### config.mk
export PLATFORM = sky130hd
export DESIGN_NAME = fq_host
export DESIGN_NICKNAME = d
export VERILOG_FILES = /design/src/fq_pkg.sv /design/src/fq_phase_timer.sv /design/src/fq_host.sv
export VERILOG_INCLUDE_DIRS = /design/src
export SDC_FILE = /design/constraint.sdc
export NUM_CORES = 1
export LEC_CHECK = 0
export ABC_CLOCK_PERIOD_IN_PS = 3830
export BUFFER_PORTS_ARGS = -buffer_cell sky130_fd_sc_hd__buf_2
export CAP_MARGIN = 10
export CORE_ASPECT_RATIO = 1.5
export CORE_MARGIN = 2
export CORE_UTILIZATION = 51
export CTS_CLUSTER_SIZE = 8
export DETAILED_ROUTE_END_ITERATION = 6
export MAX_ROUTING_LAYER = met4
export PLACE_DENSITY = 0.76
export SLEW_MARGIN = 10
export SYNTH_ARGS = -nofsm -noshare
export SYNTH_HDL_FRONTEND = slang
export SYNTH_SLANG_ARGS = --single-unit
### constraint.sdc
create_clock -name I_CLK_SYS -period 3.83 [get_ports I_CLK_SYS]
set_input_delay 0.1915 -clock I_CLK_SYS [delete_from_list [all_inputs] [get_ports I_CLK_SYS]]
set_output_delay 0.1915 -clock I_CLK_SYS [all_outputs]
set_load 0.02 [all_outputs]
### src/fq_regs.svh
// Register offsets, flash command values and pin timing for the flash query host
`ifndef FQ_REGS_SVH
`define FQ_REGS_SVH

`define FQ_OFF_CMD      8'h00
`define FQ_OFF_ADDR     8'h04
`define FQ_OFF_WDATA    8'h08
`define FQ_OFF_RDATA    8'h0c
`define FQ_OFF_STATUS   8'h10

`define FQ_ST_BUSY      0
`define FQ_ST_MODE_LO   1
`define FQ_ST_MODE_HI   2
`define FQ_ST_TOUT      3

`define FQ_QUERY_CMD    8'h98
`define FQ_QUERY_ADDR   22'h000055
`define FQ_IDENT_CMD    8'h90
`define FQ_RESET_CMD    8'hf0
`define FQ_TOUT_BIT     5

`define FQ_CLK_MHZ      10
`define FQ_T_AS_NS      50
`define FQ_T_WP_NS      100
`define FQ_T_DH_NS      50
`define FQ_T_RD_NS      100

`define FQ_RESP_OKAY    2'b00
`define FQ_RESP_SLVERR  2'b10

`endif

### src/fq_pkg.sv
// Types shared by the flash query host
package fq_pkg;

  typedef enum logic [2:0] {
    FQ_IDLE    = 3'b000,
    FQ_W_ADDR  = 3'b001,
    FQ_W_PULSE = 3'b010,
    FQ_W_HOLD  = 3'b011,
    FQ_R_ACC   = 3'b100,
    FQ_R_END   = 3'b101
  } fq_state_type;

  typedef enum logic [1:0] {
    FQ_MODE_ARRAY = 2'b00,
    FQ_MODE_IDENT = 2'b01,
    FQ_MODE_QUERY = 2'b10
  } fq_mode_type;

  typedef enum logic [2:0] {
    FQ_OP_NONE  = 3'b000,
    FQ_OP_WRITE = 3'b001,
    FQ_OP_READ  = 3'b010,
    FQ_OP_QUERY = 3'b011,
    FQ_OP_RESET = 3'b100,
    FQ_OP_POLL  = 3'b101
  } fq_op_type;

endpackage

### src/fq_phase_timer.sv
// Down counter that times one phase of a flash bus cycle
`timescale 1ns/1ps
module fq_phase_timer #(
  parameter int W = 8
) (
  input  wire logic         i_clk,
  input  wire logic         i_rst_n,
  input  wire logic         i_load,
  input  wire logic [W-1:0] i_count,
  output logic              o_done
);
  logic [W-1:0] cnt_r;
  logic         run_r;

  assign o_done = run_r && (cnt_r == '0);

  always_ff @(posedge i_clk) begin
    if (!i_rst_n) begin
      cnt_r <= '0;
      run_r <= 1'b0;
    end else if (i_load) begin
      // Count N means the phase lasts N cycles after the load
      cnt_r <= i_count - W'(1);
      run_r <= 1'b1;
    end else if (o_done) begin
      run_r <= 1'b0;
    end else if (run_r) begin
      cnt_r <= cnt_r - W'(1);
    end
  end
endmodule

### src/fq_host.sv
// Flash query host: AXI4-Lite register slave driving a byte-wide flash bus
`timescale 1ns/1ps
`include "fq_regs.svh"

////////////////////////////////////////////////////////////////////////////////
module fq_host #(
  parameter int AW = 22
) (
  input  wire logic          I_CLK_SYS,
  input  wire logic          I_RST_N,
  input  wire logic [7:0]    I_AXI_AWADDR,
  input  wire logic          I_AXI_AWVALID,
  output logic               O_AXI_AWREADY,
  input  wire logic [31:0]   I_AXI_WDATA,
  input  wire logic [3:0]    I_AXI_WSTRB,
  input  wire logic          I_AXI_WVALID,
  output logic               O_AXI_WREADY,
  output logic [1:0]         O_AXI_BRESP,
  output logic               O_AXI_BVALID,
  input  wire logic          I_AXI_BREADY,
  input  wire logic [7:0]    I_AXI_ARADDR,
  input  wire logic          I_AXI_ARVALID,
  output logic               O_AXI_ARREADY,
  output logic [31:0]        O_AXI_RDATA,
  output logic [1:0]         O_AXI_RRESP,
  output logic               O_AXI_RVALID,
  input  wire logic          I_AXI_RREADY,
  output logic [AW-1:0]      O_FL_ADDR,
  output logic [7:0]         O_FL_DQ_O,
  output logic               O_FL_DQ_OE,
  input  wire logic [7:0]    I_FL_DQ_I,
  output logic               O_FL_CE_N,
  output logic               O_FL_OE_N,
  output logic               O_FL_WE_N
);
  localparam int T_AS_CYC = ((`FQ_T_AS_NS * `FQ_CLK_MHZ + 999) / 1000) < 1 ? 1 :
                            ((`FQ_T_AS_NS * `FQ_CLK_MHZ + 999) / 1000);
  localparam int T_WP_CYC = ((`FQ_T_WP_NS * `FQ_CLK_MHZ + 999) / 1000) < 1 ? 1 :
                            ((`FQ_T_WP_NS * `FQ_CLK_MHZ + 999) / 1000);
  localparam int T_DH_CYC = ((`FQ_T_DH_NS * `FQ_CLK_MHZ + 999) / 1000) < 1 ? 1 :
                            ((`FQ_T_DH_NS * `FQ_CLK_MHZ + 999) / 1000);
  localparam int T_RD_CYC = ((`FQ_T_RD_NS * `FQ_CLK_MHZ + 999) / 1000) < 1 ? 1 :
                            ((`FQ_T_RD_NS * `FQ_CLK_MHZ + 999) / 1000);

  ////////////////////////////////////////////////////////////////////////////////
  // Register bus
  logic [7:0]            awaddr_r;
  logic [31:0]           wdata_bus_r;
  logic [3:0]            wstrb_r;
  logic                  aw_held_r;
  logic                  w_held_r;
  logic                  bvalid_r;
  logic [1:0]            bresp_r;
  logic                  rvalid_r;
  logic [31:0]           rdata_bus_r;
  logic [1:0]            rresp_r;
  logic [AW-1:0]         addr_r;
  logic [7:0]            wdata_r;
  logic [7:0]            rdata_r;
  fq_pkg::fq_op_type     op_r;
  fq_pkg::fq_state_type  state_r;
  fq_pkg::fq_state_type  state_nxt;
  fq_pkg::fq_mode_type   mode_r;
  fq_pkg::fq_mode_type   mode_nxt;
  fq_pkg::fq_mode_type   ret_r;
  logic                  tout_r;
  logic                  tout_nxt;

  wire aw_hs    = I_AXI_AWVALID && O_AXI_AWREADY;
  wire w_hs     = I_AXI_WVALID && O_AXI_WREADY;
  wire ar_hs    = I_AXI_ARVALID && O_AXI_ARREADY;
  wire wr_do    = aw_held_r && w_held_r && !bvalid_r;
  wire busy     = (state_r != fq_pkg::FQ_IDLE);
  wire hit_cmd  = (awaddr_r == `FQ_OFF_CMD);
  wire hit_addr = (awaddr_r == `FQ_OFF_ADDR);
  wire hit_wdat = (awaddr_r == `FQ_OFF_WDATA);
  wire wr_ok    = hit_cmd || hit_addr || hit_wdat;
  wire [2:0] cmd_op = wdata_bus_r[2:0];
  wire cmd_known = (cmd_op >= 3'h1) && (cmd_op <= 3'h5);
  // Orders that arrive while a bus cycle runs are dropped; software polls busy first
  wire go = wr_do && hit_cmd && wstrb_r[0] && !busy && cmd_known;

  wire [31:0] status_word = {28'h0000000, tout_r, mode_r, busy};
  wire [7:0]  ar_a        = I_AXI_ARADDR;
  wire        rd_ok       = (ar_a == `FQ_OFF_CMD) || (ar_a == `FQ_OFF_ADDR) || (ar_a == `FQ_OFF_WDATA) ||
                            (ar_a == `FQ_OFF_RDATA) || (ar_a == `FQ_OFF_STATUS);
  wire [31:0] rd_mux =
    (ar_a == `FQ_OFF_CMD)    ? {29'h00000000, op_r} :
    (ar_a == `FQ_OFF_ADDR)   ? {{(32-AW){1'b0}}, addr_r} :
    (ar_a == `FQ_OFF_WDATA)  ? {24'h000000, wdata_r} :
    (ar_a == `FQ_OFF_RDATA)  ? {24'h000000, rdata_r} :
    (ar_a == `FQ_OFF_STATUS) ? status_word : 32'h00000000;

  function automatic logic [31:0] merge(input logic [31:0] old, input logic [31:0] nw, input logic [3:0] be);
    logic [31:0] res;
    res = old;
    for (int i = 0; i < 4; i++) begin
      if (be[i]) begin
        res[8*i +: 8] = nw[8*i +: 8];
      end
    end
    return res;
  endfunction

  wire [31:0] addr_merged  = merge({{(32-AW){1'b0}}, addr_r}, wdata_bus_r, wstrb_r);
  wire [31:0] wdata_merged = merge({24'h000000, wdata_r}, wdata_bus_r, wstrb_r);

  assign O_AXI_AWREADY = !aw_held_r && !bvalid_r;
  assign O_AXI_WREADY  = !w_held_r && !bvalid_r;
  assign O_AXI_BVALID  = bvalid_r;
  assign O_AXI_BRESP   = bresp_r;
  assign O_AXI_ARREADY = !rvalid_r;
  assign O_AXI_RVALID  = rvalid_r;
  assign O_AXI_RDATA   = rdata_bus_r;
  assign O_AXI_RRESP   = rresp_r;

  always_ff @(posedge I_CLK_SYS) begin
    if (!I_RST_N) begin
      aw_held_r   <= 1'b0;
      w_held_r    <= 1'b0;
      awaddr_r    <= 8'h00;
      wdata_bus_r <= 32'h00000000;
      wstrb_r     <= 4'h0;
      bvalid_r    <= 1'b0;
      bresp_r     <= `FQ_RESP_OKAY;
    end else begin
      if (aw_hs) begin
        aw_held_r <= 1'b1;
        awaddr_r  <= I_AXI_AWADDR;
      end
      if (w_hs) begin
        w_held_r    <= 1'b1;
        wdata_bus_r <= I_AXI_WDATA;
        wstrb_r     <= I_AXI_WSTRB;
      end
      if (wr_do) begin
        aw_held_r <= 1'b0;
        w_held_r  <= 1'b0;
        bvalid_r  <= 1'b1;
        bresp_r   <= wr_ok ? `FQ_RESP_OKAY : `FQ_RESP_SLVERR;
      end else if (bvalid_r && I_AXI_BREADY) begin
        bvalid_r <= 1'b0;
      end
    end
  end

  always_ff @(posedge I_CLK_SYS) begin
    if (!I_RST_N) begin
      rvalid_r    <= 1'b0;
      rdata_bus_r <= 32'h00000000;
      rresp_r     <= `FQ_RESP_OKAY;
    end else if (ar_hs) begin
      rvalid_r    <= 1'b1;
      rdata_bus_r <= rd_mux;
      rresp_r     <= rd_ok ? `FQ_RESP_OKAY : `FQ_RESP_SLVERR;
    end else if (rvalid_r && I_AXI_RREADY) begin
      rvalid_r <= 1'b0;
    end
  end

  // Address and data stay writable while busy; the cycle uses its own latched copies
  always_ff @(posedge I_CLK_SYS) begin
    if (!I_RST_N) begin
      addr_r  <= '0;
      wdata_r <= 8'h00;
      op_r    <= fq_pkg::FQ_OP_NONE;
    end else begin
      if (wr_do && hit_addr) begin
        addr_r <= addr_merged[AW-1:0];
      end
      if (wr_do && hit_wdat) begin
        wdata_r <= wdata_merged[7:0];
      end
      if (go) begin
        op_r <= fq_pkg::fq_op_type'(cmd_op);
      end
    end
  end

  ////////////////////////////////////////////////////////////////////////////////
  // Flash bus cycle sequencer
  logic          t_done;
  logic [7:0]    t_count;
  logic [AW-1:0] cyc_addr_r;
  logic [7:0]    cyc_data_r;

  wire is_read_op = (fq_pkg::fq_op_type'(cmd_op) == fq_pkg::FQ_OP_READ) ||
                    (fq_pkg::fq_op_type'(cmd_op) == fq_pkg::FQ_OP_POLL);
  wire [AW-1:0] go_addr = (fq_pkg::fq_op_type'(cmd_op) == fq_pkg::FQ_OP_QUERY) ?
                          AW'(`FQ_QUERY_ADDR) : addr_r;
  wire [7:0] go_data = (fq_pkg::fq_op_type'(cmd_op) == fq_pkg::FQ_OP_QUERY) ? `FQ_QUERY_CMD :
                       (fq_pkg::fq_op_type'(cmd_op) == fq_pkg::FQ_OP_RESET) ? `FQ_RESET_CMD : wdata_r;
  wire wr_end = (state_r == fq_pkg::FQ_W_HOLD) && t_done;
  wire rd_smp = (state_r == fq_pkg::FQ_R_ACC) && t_done;
  wire t_load = go || (t_done && (state_r != fq_pkg::FQ_W_HOLD) && (state_r != fq_pkg::FQ_R_END));

  always_comb begin
    state_nxt = state_r;
    case (state_r)
      fq_pkg::FQ_IDLE:    if (go) state_nxt = is_read_op ? fq_pkg::FQ_R_ACC : fq_pkg::FQ_W_ADDR;
      fq_pkg::FQ_W_ADDR:  if (t_done) state_nxt = fq_pkg::FQ_W_PULSE;
      fq_pkg::FQ_W_PULSE: if (t_done) state_nxt = fq_pkg::FQ_W_HOLD;
      fq_pkg::FQ_W_HOLD:  if (t_done) state_nxt = fq_pkg::FQ_IDLE;
      fq_pkg::FQ_R_ACC:   if (t_done) state_nxt = fq_pkg::FQ_R_END;
      fq_pkg::FQ_R_END:   if (t_done) state_nxt = fq_pkg::FQ_IDLE;
      default:            state_nxt = fq_pkg::FQ_IDLE;
    endcase
  end

  assign t_count = (state_nxt == fq_pkg::FQ_W_ADDR)  ? 8'(T_AS_CYC) :
                   (state_nxt == fq_pkg::FQ_W_PULSE) ? 8'(T_WP_CYC) :
                   (state_nxt == fq_pkg::FQ_R_ACC)   ? 8'(T_RD_CYC) : 8'(T_DH_CYC);

  fq_phase_timer #(.W(8)) u_timer (
    .i_clk   (I_CLK_SYS),
    .i_rst_n (I_RST_N),
    .i_load  (t_load),
    .i_count (t_count),
    .o_done  (t_done)
  );

  // Chip select opens the write with the write strobe high, so the strobe falls last and rises first
  wire ce_nxt = (state_nxt != fq_pkg::FQ_IDLE);
  wire we_nxt = (state_nxt == fq_pkg::FQ_W_PULSE);
  wire oe_nxt = (state_nxt == fq_pkg::FQ_R_ACC);
  wire dq_nxt = (state_nxt == fq_pkg::FQ_W_ADDR) || we_nxt || (state_nxt == fq_pkg::FQ_W_HOLD);

  always_ff @(posedge I_CLK_SYS) begin
    if (!I_RST_N) begin
      state_r    <= fq_pkg::FQ_IDLE;
      cyc_addr_r <= '0;
      cyc_data_r <= 8'h00;
      O_FL_CE_N  <= 1'b1;
      O_FL_WE_N  <= 1'b1;
      O_FL_OE_N  <= 1'b1;
      O_FL_DQ_OE <= 1'b0;
      rdata_r    <= 8'h00;
    end else begin
      state_r    <= state_nxt;
      O_FL_CE_N  <= !ce_nxt;
      O_FL_WE_N  <= !we_nxt;
      O_FL_OE_N  <= !oe_nxt;
      O_FL_DQ_OE <= dq_nxt;
      if (go) begin
        cyc_addr_r <= go_addr;
        cyc_data_r <= go_data;
      end
      if (rd_smp) begin
        rdata_r <= I_FL_DQ_I;
      end
    end
  end

  assign O_FL_ADDR = cyc_addr_r;
  assign O_FL_DQ_O = cyc_data_r;

  ////////////////////////////////////////////////////////////////////////////////
  // Mirror of the device's read mode
  wire tout_set = rd_smp && (op_r == fq_pkg::FQ_OP_POLL) && I_FL_DQ_I[`FQ_TOUT_BIT];
  wire tout_clr = wr_end && (op_r == fq_pkg::FQ_OP_RESET);
  assign tout_nxt = tout_set || (tout_r && !tout_clr);

  always_comb begin
    mode_nxt = mode_r;
    if (wr_end) begin
      case (op_r)
        fq_pkg::FQ_OP_QUERY: mode_nxt = fq_pkg::FQ_MODE_QUERY;
        fq_pkg::FQ_OP_RESET: mode_nxt = (mode_r == fq_pkg::FQ_MODE_QUERY) ? ret_r :
                                        fq_pkg::FQ_MODE_ARRAY;
        fq_pkg::FQ_OP_WRITE: begin
          if (cyc_data_r == `FQ_IDENT_CMD) begin
            mode_nxt = fq_pkg::FQ_MODE_IDENT;
          end else if (mode_r != fq_pkg::FQ_MODE_ARRAY) begin
            mode_nxt = fq_pkg::FQ_MODE_ARRAY;
          end
        end
        default: mode_nxt = mode_r;
      endcase
    end
  end

  always_ff @(posedge I_CLK_SYS) begin
    if (!I_RST_N) begin
      mode_r <= fq_pkg::FQ_MODE_ARRAY;
      ret_r  <= fq_pkg::FQ_MODE_ARRAY;
      tout_r <= 1'b0;
    end else begin
      mode_r <= mode_nxt;
      tout_r <= tout_nxt;
      if (wr_end && (op_r == fq_pkg::FQ_OP_QUERY) && (mode_r != fq_pkg::FQ_MODE_QUERY)) begin
        ret_r <= mode_r;
      end
    end
  end

  ////////////////////////////////////////////////////////////////////////////////
  // Checks
  a_query_entry_pins: assert property (@(posedge I_CLK_SYS) disable iff (!I_RST_N)
    (!O_FL_WE_N && op_r == fq_pkg::FQ_OP_QUERY) |-> (O_FL_DQ_O == 8'h98 && O_FL_ADDR == AW'(22'h000055)))
    else $error("query entry not 98h at 55h");
  a_query_mode_set: assert property (@(posedge I_CLK_SYS) disable iff (!I_RST_N)
    (wr_end && op_r == fq_pkg::FQ_OP_QUERY) |=> (mode_r == fq_pkg::FQ_MODE_QUERY))
    else $error("query mode not entered");
  a_reset_to_array: assert property (@(posedge I_CLK_SYS) disable iff (!I_RST_N)
    (wr_end && op_r == fq_pkg::FQ_OP_RESET && mode_r == fq_pkg::FQ_MODE_QUERY &&
     ret_r == fq_pkg::FQ_MODE_ARRAY) |=> (mode_r == fq_pkg::FQ_MODE_ARRAY))
    else $error("reset did not return to array");
  a_reset_to_ident: assert property (@(posedge I_CLK_SYS) disable iff (!I_RST_N)
    (wr_end && op_r == fq_pkg::FQ_OP_RESET && mode_r == fq_pkg::FQ_MODE_QUERY &&
     ret_r == fq_pkg::FQ_MODE_IDENT) |=> (mode_r == fq_pkg::FQ_MODE_IDENT))
    else $error("reset did not return to identifier mode");
  a_addr_at_we_fall: assert property (@(posedge I_CLK_SYS) disable iff (!I_RST_N)
    $fell(O_FL_WE_N) |-> ($past(O_FL_CE_N) == 1'b0 && $stable(O_FL_ADDR) && O_FL_DQ_OE))
    else $error("write strobe fell before chip select");
  a_data_at_we_rise: assert property (@(posedge I_CLK_SYS) disable iff (!I_RST_N)
    $rose(O_FL_WE_N) |-> (!O_FL_CE_N && O_FL_DQ_OE && $stable(O_FL_DQ_O)) ##1 (O_FL_DQ_OE || O_FL_CE_N))
    else $error("chip select rose before write strobe");
  a_tout_cleared: assert property (@(posedge I_CLK_SYS) disable iff (!I_RST_N)
    (wr_end && op_r == fq_pkg::FQ_OP_RESET) |=> !tout_r)
    else $error("timeout flag kept after reset command");
  a_no_contention: assert property (@(posedge I_CLK_SYS) disable iff (!I_RST_N)
    !O_FL_OE_N |-> (!O_FL_DQ_OE && O_FL_WE_N))
    else $error("host drives data while flash outputs");
  a_write_length: assert property (@(posedge I_CLK_SYS) disable iff (!I_RST_N)
    $fell(O_FL_WE_N) |-> !O_FL_WE_N [*1] ##1 O_FL_WE_N)
    else $error("write pulse length wrong");

  c_query_entry: cover property (@(posedge I_CLK_SYS) disable iff (!I_RST_N)
    wr_end && op_r == fq_pkg::FQ_OP_QUERY);
  c_reset_ident: cover property (@(posedge I_CLK_SYS) disable iff (!I_RST_N)
    wr_end && op_r == fq_pkg::FQ_OP_RESET && mode_r == fq_pkg::FQ_MODE_QUERY && ret_r == fq_pkg::FQ_MODE_IDENT);
  c_tout_seen: cover property (@(posedge I_CLK_SYS) disable iff (!I_RST_N) tout_set);
  c_read_done: cover property (@(posedge I_CLK_SYS) disable iff (!I_RST_N) rd_smp);
endmodule

==> impl_metrics.ini <==
[route]
met3_length_um = 616
route.detailed.wl_per_inst_um = 15.74
detailroute.wirelength.met2_mm = 8.651
drt-met1-wl_mm = 6.228
route.vias.total = 5619
vias_per_cell = 5.531
drcViolationCount = 0
detailedRoute.firstIterationViolations = 313
uppermost_layer_routed = met4
drt_pre_antenna_iters = 5
drtAntennaViolNets = 0
route.final.wire_length_mm = 15.99

[worst_setup_path]
cpMaxStageDelayCell = sky130_fd_sc_hd__or4b_1
worst_ep_required_time_ns = 4.09
worst-endpoint-arrival_ns = 3.06
cp.buffers_inverters = 1
crit_path_max_fo = 19
critical_path.max_stage_delay_ns = 0.82
crit_path_start_kind = flip-flop
timing_worst_setup_path_type = flip-flop to flip-flop
path_delay_family = simple AND/OR/NAND/NOR gates
critPathCaptureType = flip-flop
crit_chain = or4_4, or2_4, or4b_1, buf_4, nor4_1, nor3_1

[sta]
setup_viol_count_final = 0
worst_pin_slew_ns = 0.8888
post-route-period-util = 0.7307
setup-tns-final_ns = 0
whs_ns = 0.008479
rsz0062_at_grt = no
relSlewSlack = 0.4030
finalHoldViolCount = 0
max_freq_mhz = 357.3
maxSlewViolCount = 0
skew_ns = 0.008606
final.min_clock_period_ns = 2.799

[synthesis]
syn_avg_cell_area_um2 = 8.281
synthTopCellsByCount = 153 x sky130_fd_sc_hd__dfxtp_1, 146 x sky130_fd_sc_hd__nand2_1, 100 x sky130_fd_sc_hd__a21oi_1, 69 x sky130_fd_sc_hd__nor2_1, 52 x sky130_fd_sc_hd__nand3_1
dominant_register_cell_in_the_synthesized_netlist = sky130_fd_sc_hd__dfxtp_1
post-synth-top-count-cell = sky130_fd_sc_hd__dfxtp_1
number_of_synthesized_flops_with_an_enable_pin = 0
mappedNetlistArea_mm2 = 0.006277
ys_seq_area_frac = 0.4879
synth.yosys.warnings = 0
synth.distinct_cells = 65
netlist_top_cells_area = sky130_fd_sc_hd__dfxtp_1 49%, sky130_fd_sc_hd__nand2_1 8.7%, sky130_fd_sc_hd__a21oi_1 8.0%
synth_top_cell_by_area = sky130_fd_sc_hd__dfxtp_1
yosys_register_bits = 153
synth_async_sr_flop_share = 0
synth_largest_type_area_fraction = 0.4879
postSynthCellCount = 758

[finish]
layout_cell_share_with_drive_strength_beyond_1 = 0.2028
finalCoreUtilization = 0.6247
area_delta_synth_final_pct = 19.59
area_of_combinational_cells_with_multiple_inputs_mm2 = 0.002937
diodes = 0
finalNetCount = 919
layout.cells.non_filler = 1016
layout.filler_cells = 1093
ff_latch_area_mm2 = 0.003063

[placement]
placer_s_final_routability_congestion_estimate = 0.8401
place.detailed.hpwl_mm = 11.07
placed_cells_incl_taps = 983
buffer_ports.inserted = 118

[global_route]
first_pass_grt_wire_length_mm = 26.26
grt_pass1_vias = 5387
grt_overflow = 0
globalRouteTotalUtil = 0.2600
grt_max_degree = 82
grt_antenna_before_repair = 0

[clock_network]
clock_latency_of_the_later_clocked_register_in_the_worst_skew_pair_ns = 0.41
clock_root_buffer = sky130_fd_sc_hd__clkbuf_16
cts_max_level = 4
cts_made_buffers = 17
hold_buffers = 1
cts.reportedPaths.clkPinSlew_ns = 0.06
tritoncts_num_sinks = 153
cts_buffer_depth = 2
buffers_inserted_during_post_cts_setup_optimization = 0
cts_resized = 0
clock_tree_from_tritoncts = done

[pwr]
p_total_w = 0.003650
p_leak_nw = 3.052
worst_ir_drop_vdd_mv = 0.2851
power.density_cell_area_mw_per_mm2 = 486.2

[status]
outcome = finished, final reports clean

[floorplan]
die_height_um = 139.9
core_mm2 = 0.01202
io_pins = 142
num_rows = 49
dieArea_mm2 = 0.01323
die_x_um = 94.59
initial_core_util = 0.5224

[worst_hold_path]
hold_path.class = input pin to flip-flop

[run]
cap_viol_max_count = 0
## state kept, by name, summed over array words and instances (netlist names), 2 cells and up
name,flops
mode_r,2
wstrb_r,3
O_AXI_RDATA,22
addr_r,22
O_FL_ADDR,22
rdata_r,8
u_timer.cnt_r,8
wdata_bus_r,22
op_r,3
ret_r,2
O_FL_DQ_O,8
wdata_r,8
awaddr_r,8
state_r,3
## per-stage QoR
step,setup slack [ns],instance area (µm²)
2_1_floorplan,1.546,6319
3_3_place_gp,1.032,6858
3_5_place_dp,1.029,6858
4_1_cts,1.019,7507
5_1_grt,0.8573,7507
6_report,1.031,7507
## routing by layer
metal,up-vias,GRT usage
met4,0,0.1121
met2,161,0.4496
li1,2776,-
met1,2640,0.2930
met3,42,0.04006
met5,-,-
## worst register-to-register path, cell delays in order, from the launching register on
cell and delay [ns]:
sky130_fd_sc_hd__dfxtp_1 0.31, sky130_fd_sc_hd__or4_4 0.58, sky130_fd_sc_hd__or2_4 0.28, sky130_fd_sc_hd__or4b_1 0.82
sky130_fd_sc_hd__buf_4 0.34, sky130_fd_sc_hd__nor4_1 0.27, sky130_fd_sc_hd__nor3_1 0.07
## power breakdown
group | leakage, nW | total [W] | switching [W] | internal, W
clock | 0.301 | 0.00179 | 0.000651 | 0.00114
sequential | 1.24 | 0.00165 | 0.0000289 | 0.00162
combinational | 1.51 | 0.000207 | 0.000139 | 0.0000674
total | 3.05 | 0.00365 | 0.000819 | 0.00283
## cell families (layout without fill, tap and decap cells)
group	count (synthesis)	count (layout)	share of synthesized area
multiplexers	25	25	0.04465
other	1	12	0.0005974
XOR/XNOR	5	5	0.006976
AND/OR/NAND/NOR	343	343	0.2531
AO/OA/AOI/OAI	158	158	0.1505
flip-flops	153	153	0.4879
adder cells (fa/ha/maj)	2	2	0.003986
buffers and inverters	71	165	0.05222
## path summary, 6_finish.rpt
kind,slack (ns),to,start,depth (start not counted)
min,0.008,wdata_bus_r[15]$_SDFFE_PN0P_,I_AXI_WDATA[15],3
min reg2reg,0.45,O_FL_ADDR[21]$_SDFFE_PN0P_,O_FL_ADDR[21]$_SDFFE_PN0P_,2
max reg2reg,1.03,O_FL_DQ_O[7]$_SDFFE_PN0P_,awaddr_r[0]$_SDFFE_PN0P_,6
max,1.03,O_FL_DQ_O[7]$_SDFFE_PN0P_,awaddr_r[0]$_SDFFE_PN0P_,6
## cell type report
cell class / count / area share
Tap cell: 153 / 0.02550
Clock inverter: 11 / 0.02250
Multi-Input combinational cell: 545 / 0.3912
Timing Repair Buffer: 125 / 0.08600
Inverter: 8 / 0.004167
Clock buffer: 21 / 0.06267
Sequential cell: 153 / 0.4080
## cell usage in the layout, fill, tap and decap left out, types with 5 or more instances in the layout
cell type,count
sky130_fd_sc_hd__nand2_1,146
sky130_fd_sc_hd__nor3_1,24
sky130_fd_sc_hd__mux2i_1,19
sky130_fd_sc_hd__buf_2,118
sky130_fd_sc_hd__inv_1,7
sky130_fd_sc_hd__a22oi_1,16
sky130_fd_sc_hd__nand3_1,52
sky130_fd_sc_hd__dfxtp_1,153
sky130_fd_sc_hd__nand2b_1,6
sky130_fd_sc_hd__conb_1,12
sky130_fd_sc_hd__or3_1,6
sky130_fd_sc_hd__nor2b_1,5
sky130_fd_sc_hd__buf_4,6
sky130_fd_sc_hd__nor4_1,6
sky130_fd_sc_hd__nor2_1,69
sky130_fd_sc_hd__o21ai_0,9
sky130_fd_sc_hd__clkbuf_16,17
sky130_fd_sc_hd__a21oi_1,100
(Power assumes the default switching activity.)
